## config.mk

```make
export PLATFORM = sky130hd
export DESIGN_NAME = abchf_top
export DESIGN_NICKNAME = d
export VERILOG_FILES = /design/src/verilog/abchf_pkg.sv /design/src/verilog/abchf_ref_timer.sv /design/src/verilog/abchf_hit_flags.sv /design/src/verilog/abchf_top.sv
export SDC_FILE = /design/constraint.sdc
export NUM_CORES = 1
export LEC_CHECK = 0
export BUFFER_PORTS_ARGS = -buffer_cell sky130_fd_sc_hd__buf_2
export CORE_MARGIN = 8
export CORE_UTILIZATION = 40
export CTS_CLUSTER_SIZE = 28
export DETAILED_ROUTE_END_ITERATION = 10
export HOLD_SLACK_MARGIN = 0.12
export SETUP_SLACK_MARGIN = 0.4
export SLEW_MARGIN = 20
export SYNTH_ARGS = -nofsm -noshare
export SYNTH_HDL_FRONTEND = slang
export SYNTH_SLANG_ARGS = --single-unit
```

## constraint.sdc

```tcl
create_clock -name clk -period 3 [get_ports clk]
set_clock_uncertainty 0.2 [all_clocks]
set_input_delay 0 -clock clk [delete_from_list [all_inputs] [get_ports clk]]
set_output_delay 0 -clock clk [all_outputs]
set_load 0.1 [all_outputs]
```

## src/verilog/abchf_pkg.sv

```systemverilog
// abchf_pkg: constants and carrier types of the reference enable and hit flag register bank
package abchf_pkg;

  // bus geometry
  localparam int unsigned AXI_ADDR_W         = 8;
  localparam int unsigned AXI_DATA_W         = 32;
  localparam int unsigned AXI_STRB_W         = AXI_DATA_W / 8;

  // register offsets (byte addresses)
  localparam logic [7:0]  REF_CFG_OFFSET     = 8'h00;
  localparam logic [7:0]  HIT_HIGH_OFFSET    = 8'h04;
  localparam logic [7:0]  REF_STATUS_OFFSET  = 8'h08;

  // reference configuration fields
  localparam int unsigned REF_CFG_W          = 4;
  localparam int unsigned REF_CORE_BIT       = 0;
  localparam int unsigned REF_CMP_BIT        = 1;
  localparam int unsigned REF_CONV_BIT       = 2;
  localparam int unsigned REF_USB_BIT        = 3;
  localparam logic [3:0]  REF_CFG_RST        = 4'h0;

  // status fields: ready flags low, on flags above them
  localparam int unsigned STAT_READY_LSB     = 0;
  localparam int unsigned STAT_ON_LSB        = 4;

  // hit flag fields
  localparam int unsigned HIT_W              = 10;
  localparam int unsigned HIT_FIRST_CHANNEL  = 16;
  localparam logic [9:0]  HIT_RST            = 10'h000;
  localparam logic [1:0]  CM_WRITE_OR_MATCH  = 2'h3;

  // bus responses
  localparam logic [1:0]  RESP_OKAY          = 2'h0;
  localparam logic [1:0]  RESP_SLVERR        = 2'h2;

  // timing
  localparam int unsigned CLK_MHZ            = 250;
  localparam int unsigned REF_STARTUP_MS     = 1;
  localparam int unsigned REF_STARTUP_CYCLES = REF_STARTUP_MS * 1000 * CLK_MHZ;

  // converter events for channels 16 upward, one bit per channel
  typedef struct packed {
    logic [HIT_W-1:0] match;
    logic [HIT_W-1:0] buf_written;
  } abchf_hit_evt_t;

  // per-consumer reference state
  typedef struct packed {
    logic [REF_CFG_W-1:0] on;
    logic [REF_CFG_W-1:0] ready;
  } abchf_ref_state_t;

  function automatic logic [AXI_DATA_W-1:0] strb_to_mask(input logic [AXI_STRB_W-1:0] strb);
    logic [AXI_DATA_W-1:0] mask;
    mask = '0;
    for (int i = 0; i < AXI_STRB_W; i++)
    begin
      mask[i*8 +: 8] = {8{strb[i]}};
    end
    return mask;
  endfunction : strb_to_mask

endpackage : abchf_pkg

```

## src/verilog/abchf_ref_timer.sv

```systemverilog
// abchf_ref_timer: one reference consumer, on-state and start-up delay count
`timescale 1ns/1ps
module abchf_ref_timer #(
  parameter int unsigned STARTUP_CYCLES = abchf_pkg::REF_STARTUP_CYCLES
) (
  // clock and reset
  input  wire logic clk,
  input  wire logic rst,
  // enable sources
  input  wire logic sw_enable,
  input  wire logic module_request,
  // reference state
  output logic      ref_on,
  output logic      ref_ready
);

  localparam int unsigned      CNT_W  = $clog2(STARTUP_CYCLES + 1);
  localparam logic [CNT_W-1:0] LAST_C = CNT_W'(STARTUP_CYCLES - 1);

  if (STARTUP_CYCLES < 1)
  begin : g_bad_cycles
    $error("abchf_ref_timer: STARTUP_CYCLES must be at least 1");
  end

  typedef struct packed {
    logic             on;
    logic             ready;
    logic [CNT_W-1:0] cnt;
  } abchf_tmr_state_t;

  abchf_tmr_state_t st_ff;
  abchf_tmr_state_t nxt_st;

  always_comb
  begin
    nxt_st    = st_ff;
    // either source keeps the reference running
    nxt_st.on = sw_enable | module_request;
    if (!nxt_st.on)
    begin
      nxt_st.ready = 1'b0;
      nxt_st.cnt   = '0;
    end
    else if (st_ff.on && !st_ff.ready)
    begin
      // usable only once the full delay has run since switch-on
      if (st_ff.cnt == LAST_C)
      begin
        nxt_st.ready = 1'b1;
      end
      else
      begin
        nxt_st.cnt = st_ff.cnt + 1'b1;
      end
    end
  end

  always_ff @(posedge clk)
  begin
    if (rst)
    begin
      st_ff <= '0;
    end
    else
    begin
      st_ff <= nxt_st;
    end
  end

  assign ref_on    = st_ff.on;
  assign ref_ready = st_ff.ready;

endmodule : abchf_ref_timer

```

## src/verilog/abchf_hit_flags.sv

```systemverilog
// abchf_hit_flags: sticky compare hit flags for result channels 16 to 25
`timescale 1ns/1ps
module abchf_hit_flags (
  // clock and reset
  input  wire logic                           clk,
  input  wire logic                           rst,
  // converter side
  input  wire logic [1:0]                     compare_mode_field,
  input  wire abchf_pkg::abchf_hit_evt_t      hit_evt,
  // software write
  input  wire logic                           sw_wr,
  input  wire logic [abchf_pkg::HIT_W-1:0]    sw_mask,
  input  wire logic [abchf_pkg::HIT_W-1:0]    sw_data,
  // flags
  output logic      [abchf_pkg::HIT_W-1:0]    hit_flags_upper
);

  typedef struct packed {
    logic [abchf_pkg::HIT_W-1:0] flags;
  } abchf_hit_state_t;

  abchf_hit_state_t                st_ff;
  abchf_hit_state_t                nxt_st;
  logic [abchf_pkg::HIT_W-1:0]     set_vec;

  // only real result channels reach here; internal selections have no event line
  for (genvar ch = 0; ch < abchf_pkg::HIT_W; ch++)
  begin : g_set
    assign set_vec[ch] = hit_evt.match[ch] |
      ((compare_mode_field == abchf_pkg::CM_WRITE_OR_MATCH) & hit_evt.buf_written[ch]);
  end

  always_comb
  begin
    nxt_st = st_ff;
    if (sw_wr)
    begin
      nxt_st.flags = (st_ff.flags & ~sw_mask) | (sw_data & sw_mask);
    end
    // a hit in the clearing cycle is kept
    nxt_st.flags = nxt_st.flags | set_vec;
  end

  always_ff @(posedge clk)
  begin
    if (rst)
    begin
      st_ff.flags <= abchf_pkg::HIT_RST;
    end
    else
    begin
      st_ff <= nxt_st;
    end
  end

  assign hit_flags_upper = st_ff.flags;

endmodule : abchf_hit_flags

```

## src/verilog/abchf_top.sv

```systemverilog
// abchf_top: axi4-lite register bank for reference enables and upper compare hit flags
`timescale 1ns/1ps
module abchf_top #(
  parameter int unsigned STARTUP_CYCLES   = abchf_pkg::REF_STARTUP_CYCLES,
  parameter bit          HIGH_HIT_PRESENT = 1'b1
) (
  // clock and reset
  input  wire logic                                  clk,
  input  wire logic                                  rst,
  // axi4-lite write address
  input  wire logic [abchf_pkg::AXI_ADDR_W-1:0]      s_axi_awaddr,
  input  wire logic                                  s_axi_awvalid,
  output logic                                       s_axi_awready,
  // axi4-lite write data
  input  wire logic [abchf_pkg::AXI_DATA_W-1:0]      s_axi_wdata,
  input  wire logic [abchf_pkg::AXI_STRB_W-1:0]      s_axi_wstrb,
  input  wire logic                                  s_axi_wvalid,
  output logic                                       s_axi_wready,
  // axi4-lite write response
  output logic      [1:0]                            s_axi_bresp,
  output logic                                       s_axi_bvalid,
  input  wire logic                                  s_axi_bready,
  // axi4-lite read address
  input  wire logic [abchf_pkg::AXI_ADDR_W-1:0]      s_axi_araddr,
  input  wire logic                                  s_axi_arvalid,
  output logic                                       s_axi_arready,
  // axi4-lite read data
  output logic      [abchf_pkg::AXI_DATA_W-1:0]      s_axi_rdata,
  output logic      [1:0]                            s_axi_rresp,
  output logic                                       s_axi_rvalid,
  input  wire logic                                  s_axi_rready,
  // converter events
  input  wire logic [1:0]                            compare_mode_field,
  input  wire abchf_pkg::abchf_hit_evt_t             hit_evt,
  // reference requests from consumers: core, cmp, converter, usb
  input  wire logic [abchf_pkg::REF_CFG_W-1:0]       ref_request,
  // reference state per consumer
  output logic      [abchf_pkg::REF_CFG_W-1:0]       ref_on,
  output logic      [abchf_pkg::REF_CFG_W-1:0]       ref_ready,
  // hit flags for channels 25 down to 16
  output logic      [abchf_pkg::HIT_W-1:0]           hit_flags_upper
);

  if (STARTUP_CYCLES < 1)
  begin : g_bad_startup
    $error("abchf_top: STARTUP_CYCLES must be at least 1");
  end

  // bus-facing state
  typedef struct packed {
    logic [abchf_pkg::REF_CFG_W-1:0]  ref_cfg;
    logic                             aw_held;
    logic [abchf_pkg::AXI_ADDR_W-1:0] awaddr;
    logic                             w_held;
    logic [abchf_pkg::AXI_DATA_W-1:0] wdata;
    logic [abchf_pkg::AXI_STRB_W-1:0] wstrb;
    logic                             bvalid;
    logic [1:0]                       bresp;
    logic                             rvalid;
    logic [abchf_pkg::AXI_DATA_W-1:0] rdata;
    logic [1:0]                       rresp;
  } abchf_bus_state_t;

  abchf_bus_state_t                    st_ff;
  abchf_bus_state_t                    nxt_st;
  abchf_pkg::abchf_ref_state_t         ref_st;
  logic [abchf_pkg::HIT_W-1:0]         hit_vec;
  logic                                hit_wr;
  logic [abchf_pkg::HIT_W-1:0]         hit_wr_mask;
  logic [abchf_pkg::HIT_W-1:0]         hit_wr_data;
  logic                                write_go;
  logic [abchf_pkg::AXI_DATA_W-1:0]    wr_mask;
  logic [abchf_pkg::AXI_DATA_W-1:0]    rd_word;
  logic [1:0]                          rd_resp;

  // handshakes: one write and one read in flight at a time
  assign s_axi_awready = !st_ff.aw_held && !st_ff.bvalid;
  assign s_axi_wready  = !st_ff.w_held && !st_ff.bvalid;
  assign s_axi_arready = !st_ff.rvalid;

  // a write is carried out once both halves are held
  assign write_go = st_ff.aw_held && st_ff.w_held && !st_ff.bvalid;
  assign wr_mask  = abchf_pkg::strb_to_mask(st_ff.wstrb);

  // hit register write path, only while the register is built in
  always_comb
  begin
    hit_wr      = 1'b0;
    hit_wr_mask = wr_mask[abchf_pkg::HIT_W-1:0];
    hit_wr_data = st_ff.wdata[abchf_pkg::HIT_W-1:0];
    if (write_go && HIGH_HIT_PRESENT && (st_ff.awaddr == abchf_pkg::HIT_HIGH_OFFSET))
    begin
      hit_wr = 1'b1;
    end
  end

  // read decode
  always_comb
  begin
    rd_word = '0;
    rd_resp = abchf_pkg::RESP_OKAY;
    if (s_axi_araddr == abchf_pkg::REF_CFG_OFFSET)
    begin
      // upper bits stay zero
      rd_word[abchf_pkg::REF_CFG_W-1:0] = st_ff.ref_cfg;
    end
    else if (HIGH_HIT_PRESENT && (s_axi_araddr == abchf_pkg::HIT_HIGH_OFFSET))
    begin
      rd_word[abchf_pkg::HIT_W-1:0] = hit_vec;
    end
    else if (s_axi_araddr == abchf_pkg::REF_STATUS_OFFSET)
    begin
      rd_word[abchf_pkg::STAT_READY_LSB +: abchf_pkg::REF_CFG_W] = ref_st.ready;
      rd_word[abchf_pkg::STAT_ON_LSB +: abchf_pkg::REF_CFG_W]    = ref_st.on;
    end
    else
    begin
      // absent hit register answers like any hole in the map
      rd_resp = abchf_pkg::RESP_SLVERR;
    end
  end

  // next state of the bus side and the configuration bits
  always_comb
  begin
    nxt_st = st_ff;

    if (s_axi_awvalid && s_axi_awready)
    begin
      nxt_st.aw_held = 1'b1;
      nxt_st.awaddr  = s_axi_awaddr;
    end

    if (s_axi_wvalid && s_axi_wready)
    begin
      nxt_st.w_held = 1'b1;
      nxt_st.wdata  = s_axi_wdata;
      nxt_st.wstrb  = s_axi_wstrb;
    end

    if (write_go)
    begin
      nxt_st.aw_held = 1'b0;
      nxt_st.w_held  = 1'b0;
      nxt_st.bvalid  = 1'b1;
      nxt_st.bresp   = abchf_pkg::RESP_OKAY;
      if (st_ff.awaddr == abchf_pkg::REF_CFG_OFFSET)
      begin
        // only the four enable bits exist; the rest of the word is dropped
        nxt_st.ref_cfg = (st_ff.ref_cfg & ~wr_mask[abchf_pkg::REF_CFG_W-1:0]) |
                         (st_ff.wdata[abchf_pkg::REF_CFG_W-1:0] &
                          wr_mask[abchf_pkg::REF_CFG_W-1:0]);
      end
      else if (HIGH_HIT_PRESENT && (st_ff.awaddr == abchf_pkg::HIT_HIGH_OFFSET))
      begin
        // flags themselves are updated inside the hit block
        nxt_st.bresp = abchf_pkg::RESP_OKAY;
      end
      else if (st_ff.awaddr == abchf_pkg::REF_STATUS_OFFSET)
      begin
        // status is read-only; the write is accepted and dropped
        nxt_st.bresp = abchf_pkg::RESP_OKAY;
      end
      else
      begin
        nxt_st.bresp = abchf_pkg::RESP_SLVERR;
      end
    end
    else if (st_ff.bvalid && s_axi_bready)
    begin
      nxt_st.bvalid = 1'b0;
    end

    if (s_axi_arvalid && s_axi_arready)
    begin
      nxt_st.rvalid = 1'b1;
      nxt_st.rdata  = rd_word;
      nxt_st.rresp  = rd_resp;
    end
    else if (st_ff.rvalid && s_axi_rready)
    begin
      nxt_st.rvalid = 1'b0;
    end
  end

  always_ff @(posedge clk)
  begin
    if (rst)
    begin
      st_ff         <= '0;
      st_ff.ref_cfg <= abchf_pkg::REF_CFG_RST;
      st_ff.bresp   <= abchf_pkg::RESP_OKAY;
      st_ff.rresp   <= abchf_pkg::RESP_OKAY;
    end
    else
    begin
      st_ff <= nxt_st;
    end
  end

  // one timer per consumer; bit order matches the configuration register
  // core services, comparators and charge unit, converter, usb
  for (genvar i = 0; i < abchf_pkg::REF_CFG_W; i++)
  begin : g_ref
    abchf_ref_timer #(
      .STARTUP_CYCLES (STARTUP_CYCLES)
    ) u_timer (
      .clk            (clk),
      .rst            (rst),
      .sw_enable      (st_ff.ref_cfg[i]),
      .module_request (ref_request[i]),
      .ref_on         (ref_st.on[i]),
      .ref_ready      (ref_st.ready[i])
    );
  end

  // the smallest package variant builds without the upper hit register
  if (HIGH_HIT_PRESENT)
  begin : g_hit
    abchf_hit_flags u_hits (
      .clk                (clk),
      .rst                (rst),
      .compare_mode_field (compare_mode_field),
      .hit_evt            (hit_evt),
      .sw_wr              (hit_wr),
      .sw_mask            (hit_wr_mask),
      .sw_data            (hit_wr_data),
      .hit_flags_upper    (hit_vec)
    );
  end
  else
  begin : g_no_hit
    assign hit_vec = '0;
  end

  // outputs
  assign s_axi_bvalid    = st_ff.bvalid;
  assign s_axi_bresp     = st_ff.bresp;
  assign s_axi_rvalid    = st_ff.rvalid;
  assign s_axi_rdata     = st_ff.rdata;
  assign s_axi_rresp     = st_ff.rresp;
  assign ref_on          = ref_st.on;
  assign ref_ready       = ref_st.ready;
  assign hit_flags_upper = hit_vec;

endmodule : abchf_top

```

==> impl_metrics.py <==
metrics = {
    "run_status": {
        "status": "complete, no violations",
    },
    "cts": {
        "clock_path_buffers": 2,
        "cts_root_buffer": "clkbuf_16",
        "post_cts_buffers": 0,
        "htree_num_levels": 4,
        "cts_tree": "yes",
        "cts_sinks": 130,
        "clkSlewWorstSetupHoldPaths_ns": 0.06,
        "numCtsBuffers": 17,
        "clock_latency_ns": 0.42,
    },
    "critical_path": {
        "worst-path-buf-inv": 2,
        "path_common_cell": "dlygate4sd3_1",
        "startpoint": "s_axi_bvalid$_SDFFE_PP0P_",
        "max_stage_delay_ns": 0.58,
        "crit_chain": "nor2_4, and2_2, nand2_1, dlygate4sd3_1, a21oi_1, dlygate4sd3_1",
        "arrival_ns": 2.69,
        "timing.rr.start": "s_axi_bvalid$_SDFFE_PP0P_",
        "path_delay_family": "buffers and inverters",
        "r2r_slack_ns": 0.47,
        "endpoint_kind": "flop",
        "path_class": "reg2reg",
        "r2r_cells": 6,
        "cp_slowest_cell": "dlygate4sd3_1",
        "cp-start-kind": "flop",
        "r2r-end": "hit_wr_data[4]$_SDFFE_PP0P_",
        "path_max_fanout": 13,
        "worstPathRequired_ns": 3.16,
    },
    "sta": {
        "finalHoldViolCount": 0,
        "worstMarginPinSlew_ns": 0.7390,
        "clock.fmax_mhz": 396.0,
        "finalSetupTns_ns": 0,
        "finalMaxSlewViolations": 0,
        "rsz0062_at_grt": "yes",
        "timing.slew.headroom": 0.5004,
        "setup_viol": 0,
        "period_minus_slack_ns": 2.525,
        "finalCritPeriodShare": 0.8417,
        "whs_ns": 0.1700,
        "postLayoutSetupSlackWorst_ns": 0.4748,
    },
    "placed_design": {
        "pre_cts_ws_ns": 0.6690,
        "detailed_place.area_mm2": 0.006446,
        "place.port_buffers": 95,
        "hpwl_mm": 10.79,
        "dp.cells": 959,
        "gp_congestion": 0.7998,
    },
    "routing": {
        "firstDrtPassIters": 5,
        "routedWlPerCell_um": 14.89,
        "viasPerCell": 5.159,
        "drt-initial-drc-count": 301,
        "postRouteWirelength_mm": 16.26,
        "postRouteAntennaNets": 0,
        "vias": 5634,
        "drc_errors": 0,
    },
    "yosys": {
        "synth_area_leaders": "dfxtp_1, nor2_1, a21oi_1, buf_4, nand2_1",
        "yosysWarningCount": 0,
        "yosysTopAreaCell": "dfxtp_1",
        "synthCells": 719,
        "synth-seq-cells": 130,
        "synth_cell_type_count": 59,
        "synth_edf_count": 0,
        "ys_seq_area_frac": 0.4305,
        "synth.avg_cell_area_um2": 8.409,
        "async_reset_ff_frac": 0,
        "yosys.area.top_type_share": 0.4305,
        "syn_area_mm2": 0.006046,
        "synthFlopType": "dfxtp_1",
    },
    "layout": {
        "fin_nets": 980,
        "drive_above_1_share": 0.1704,
        "nFillCells": 1309,
        "num_antenna_cells": 0,
        "area_growth_pct": 34.44,
        "final_area_mm2": 0.008128,
        "post-route-util": 0.5427,
        "final_cell_count_no_fill": 1092,
    },
    "power": {
        "leakage_nw": 3.125,
        "ir_drop_mv": 0.5283,
        "p_total_mw": 4.743,
        "powerDensity_mw_per_mm2": 583.6,
    },
    "floorplan": {
        "boundaryPins": 144,
        "dieHeight_um": 138.9,
        "num_rows": 45,
        "die_w_um": 138.9,
        "dieArea_mm2": 0.01930,
        "start_util": 0.4037,
        "core_mm2": 0.01498,
    },
    "global_route": {
        "grt-busiest-layer": "met2",
        "grt.overflow.total": 0,
        "grt_util_all_layers": 0.1701,
        "met1_usage": 0.1871,
        "grt_start_max_net_pins": 45,
        "grt_use_met3": 0.06024,
        "grt_pass1_wl_mm": 26.89,
        "antenna_found_initial": 0,
        "grt_pass1_vias": 5672,
        "grtUsageMet2": 0.2959,
    },
    "flow_run": {
        "maxCapViolCount": 0,
    },
    "worst_hold_path": {
        "min_to": "s_axi_rdata[9]$_SDFFE_PP0P_",
        "hold_path_depth": 7,
        "hold_class": "in2reg",
        "min_from": "s_axi_araddr[1]",
    },
}
area by class of cell:
cell class | count | area (um2) | area share
inverters | 13 | 52.55 | 0.006466
flip-flops and latches | 130 | 2604 | 0.3204
repair buffers | 199 | 1509 | 0.1857
multi-input cells | 530 | 3067 | 0.3773
clock buffers | 20 | 456.7 | 0.05619
well taps | 188 | 235.2 | 0.02894
clock inverters | 12 | 203.9 | 0.02509
cells by family after synthesis:
group	count (synthesis)	share of synthesized area
flops	130	0.4305
buf+inv	82	0.08071
xor+xnor	44	0.06374
fa+ha+maj	4	0.008278
mux	15	0.02483
compound gates	120	0.1209
simple gates	323	0.2705
other cells	1	0.0006203
Yosys cell counts (all sizes together) (5+ instances only):
| cell | number |
|---|---|
| dfxtp | 130 |
| nor2 | 90 |
| nand2 | 83 |
| a21oi | 67 |
| buf | 48 |
| nand3 | 29 |
| xor2 | 28 |
| o21ai | 22 |
| clkbuf | 21 |
| nand4 | 17 |
| nor3 | 17 |
| xnor2 | 16 |
| mux2i | 15 |
| or3 | 15 |
| inv | 11 |
| nor4 | 11 |
| and3 | 10 |
| or4 | 10 |
| and4 | 9 |
| o211ai | 7 |
| and2 | 6 |
| a2111oi | 5 |
| nand2b | 5 |
| or2 | 5 |
worst register-to-register path: cells and delay by family, from the launching register on:
family / cells / cell delay, ns
flip-flops: 1 / 0.39
buffers and inverters: 2 / 1.15
AND/OR/NAND/NOR: 3 / 0.55
AO/OA/AOI/OAI: 1 / 0.19
layer usage:
layer,vias up,part of all wire
met5,-,0
met4,0,0.022
met3,33,0.050
met2,135,0.50
met1,2652,0.43
li1,2814,-
cells in the final DEF (no fill, tap or decap), drive strengths merged, types with 16 or more instances in the layout:
cell / count
clkbuf: 20
nor2: 90
xnor2: 16
nor3: 17
nand3: 29
dlygate4sd3: 101
o21ai: 22
dfxtp: 130
nand2: 83
conb: 24
xor2: 28
a21oi: 67
buf: 98
nand4: 17
timing repair:
item | CTS | global route
setup endpoints to repair | 0 | 15
hold endpoints to repair | 115 | 0
hold buffers | 101 | 0
resized for setup | 0 | 4
flip-flops by register name (all words and copies together), names as in the netlist, 2 cells and up, named ones only:
register and count:
s_axi_rdata 10, st_ff 10, g_hit.u_hits.hit_flags_upper 10, g_ref.u_timer.ref_on 4
g_ref.u_timer.st_ff 72, g_ref.u_timer.ref_ready 4, hit_wr_data 10, hit_wr_mask 2
how the worst max path moves through the flow:
stage,endpoint,slack (ns),depth (start not counted)
2_1_floorplan,s_axi_rdata[5]$_SDFFE_PP0P_,0.52,5
3_3_place_gp,g_ref[2].u_timer.st_ff[3]$_SDFFE_PP0P_,0.68,5
3_5_place_dp,g_ref[2].u_timer.st_ff[3]$_SDFFE_PP0P_,0.67,5
4_1_cts,hit_wr_data[2]$_SDFFE_PP0P_,0.42,6
5_1_grt,hit_wr_data[4]$_SDFFE_PP0P_,0.38,6
6_report,hit_wr_data[4]$_SDFFE_PP0P_,0.47,6
power by group:
| part | total, mW | internal [mW] | switching (mW) |
|---|---|---|---|
| combinational | 0.640 | 0.188 | 0.453 |
| clock | 2.29 | 1.52 | 0.773 |
| sequential | 1.81 | 1.77 | 0.0401 |
| total | 4.74 | 3.48 | 1.27 |
No activity file was read; power rests on OpenSTA's default activity.
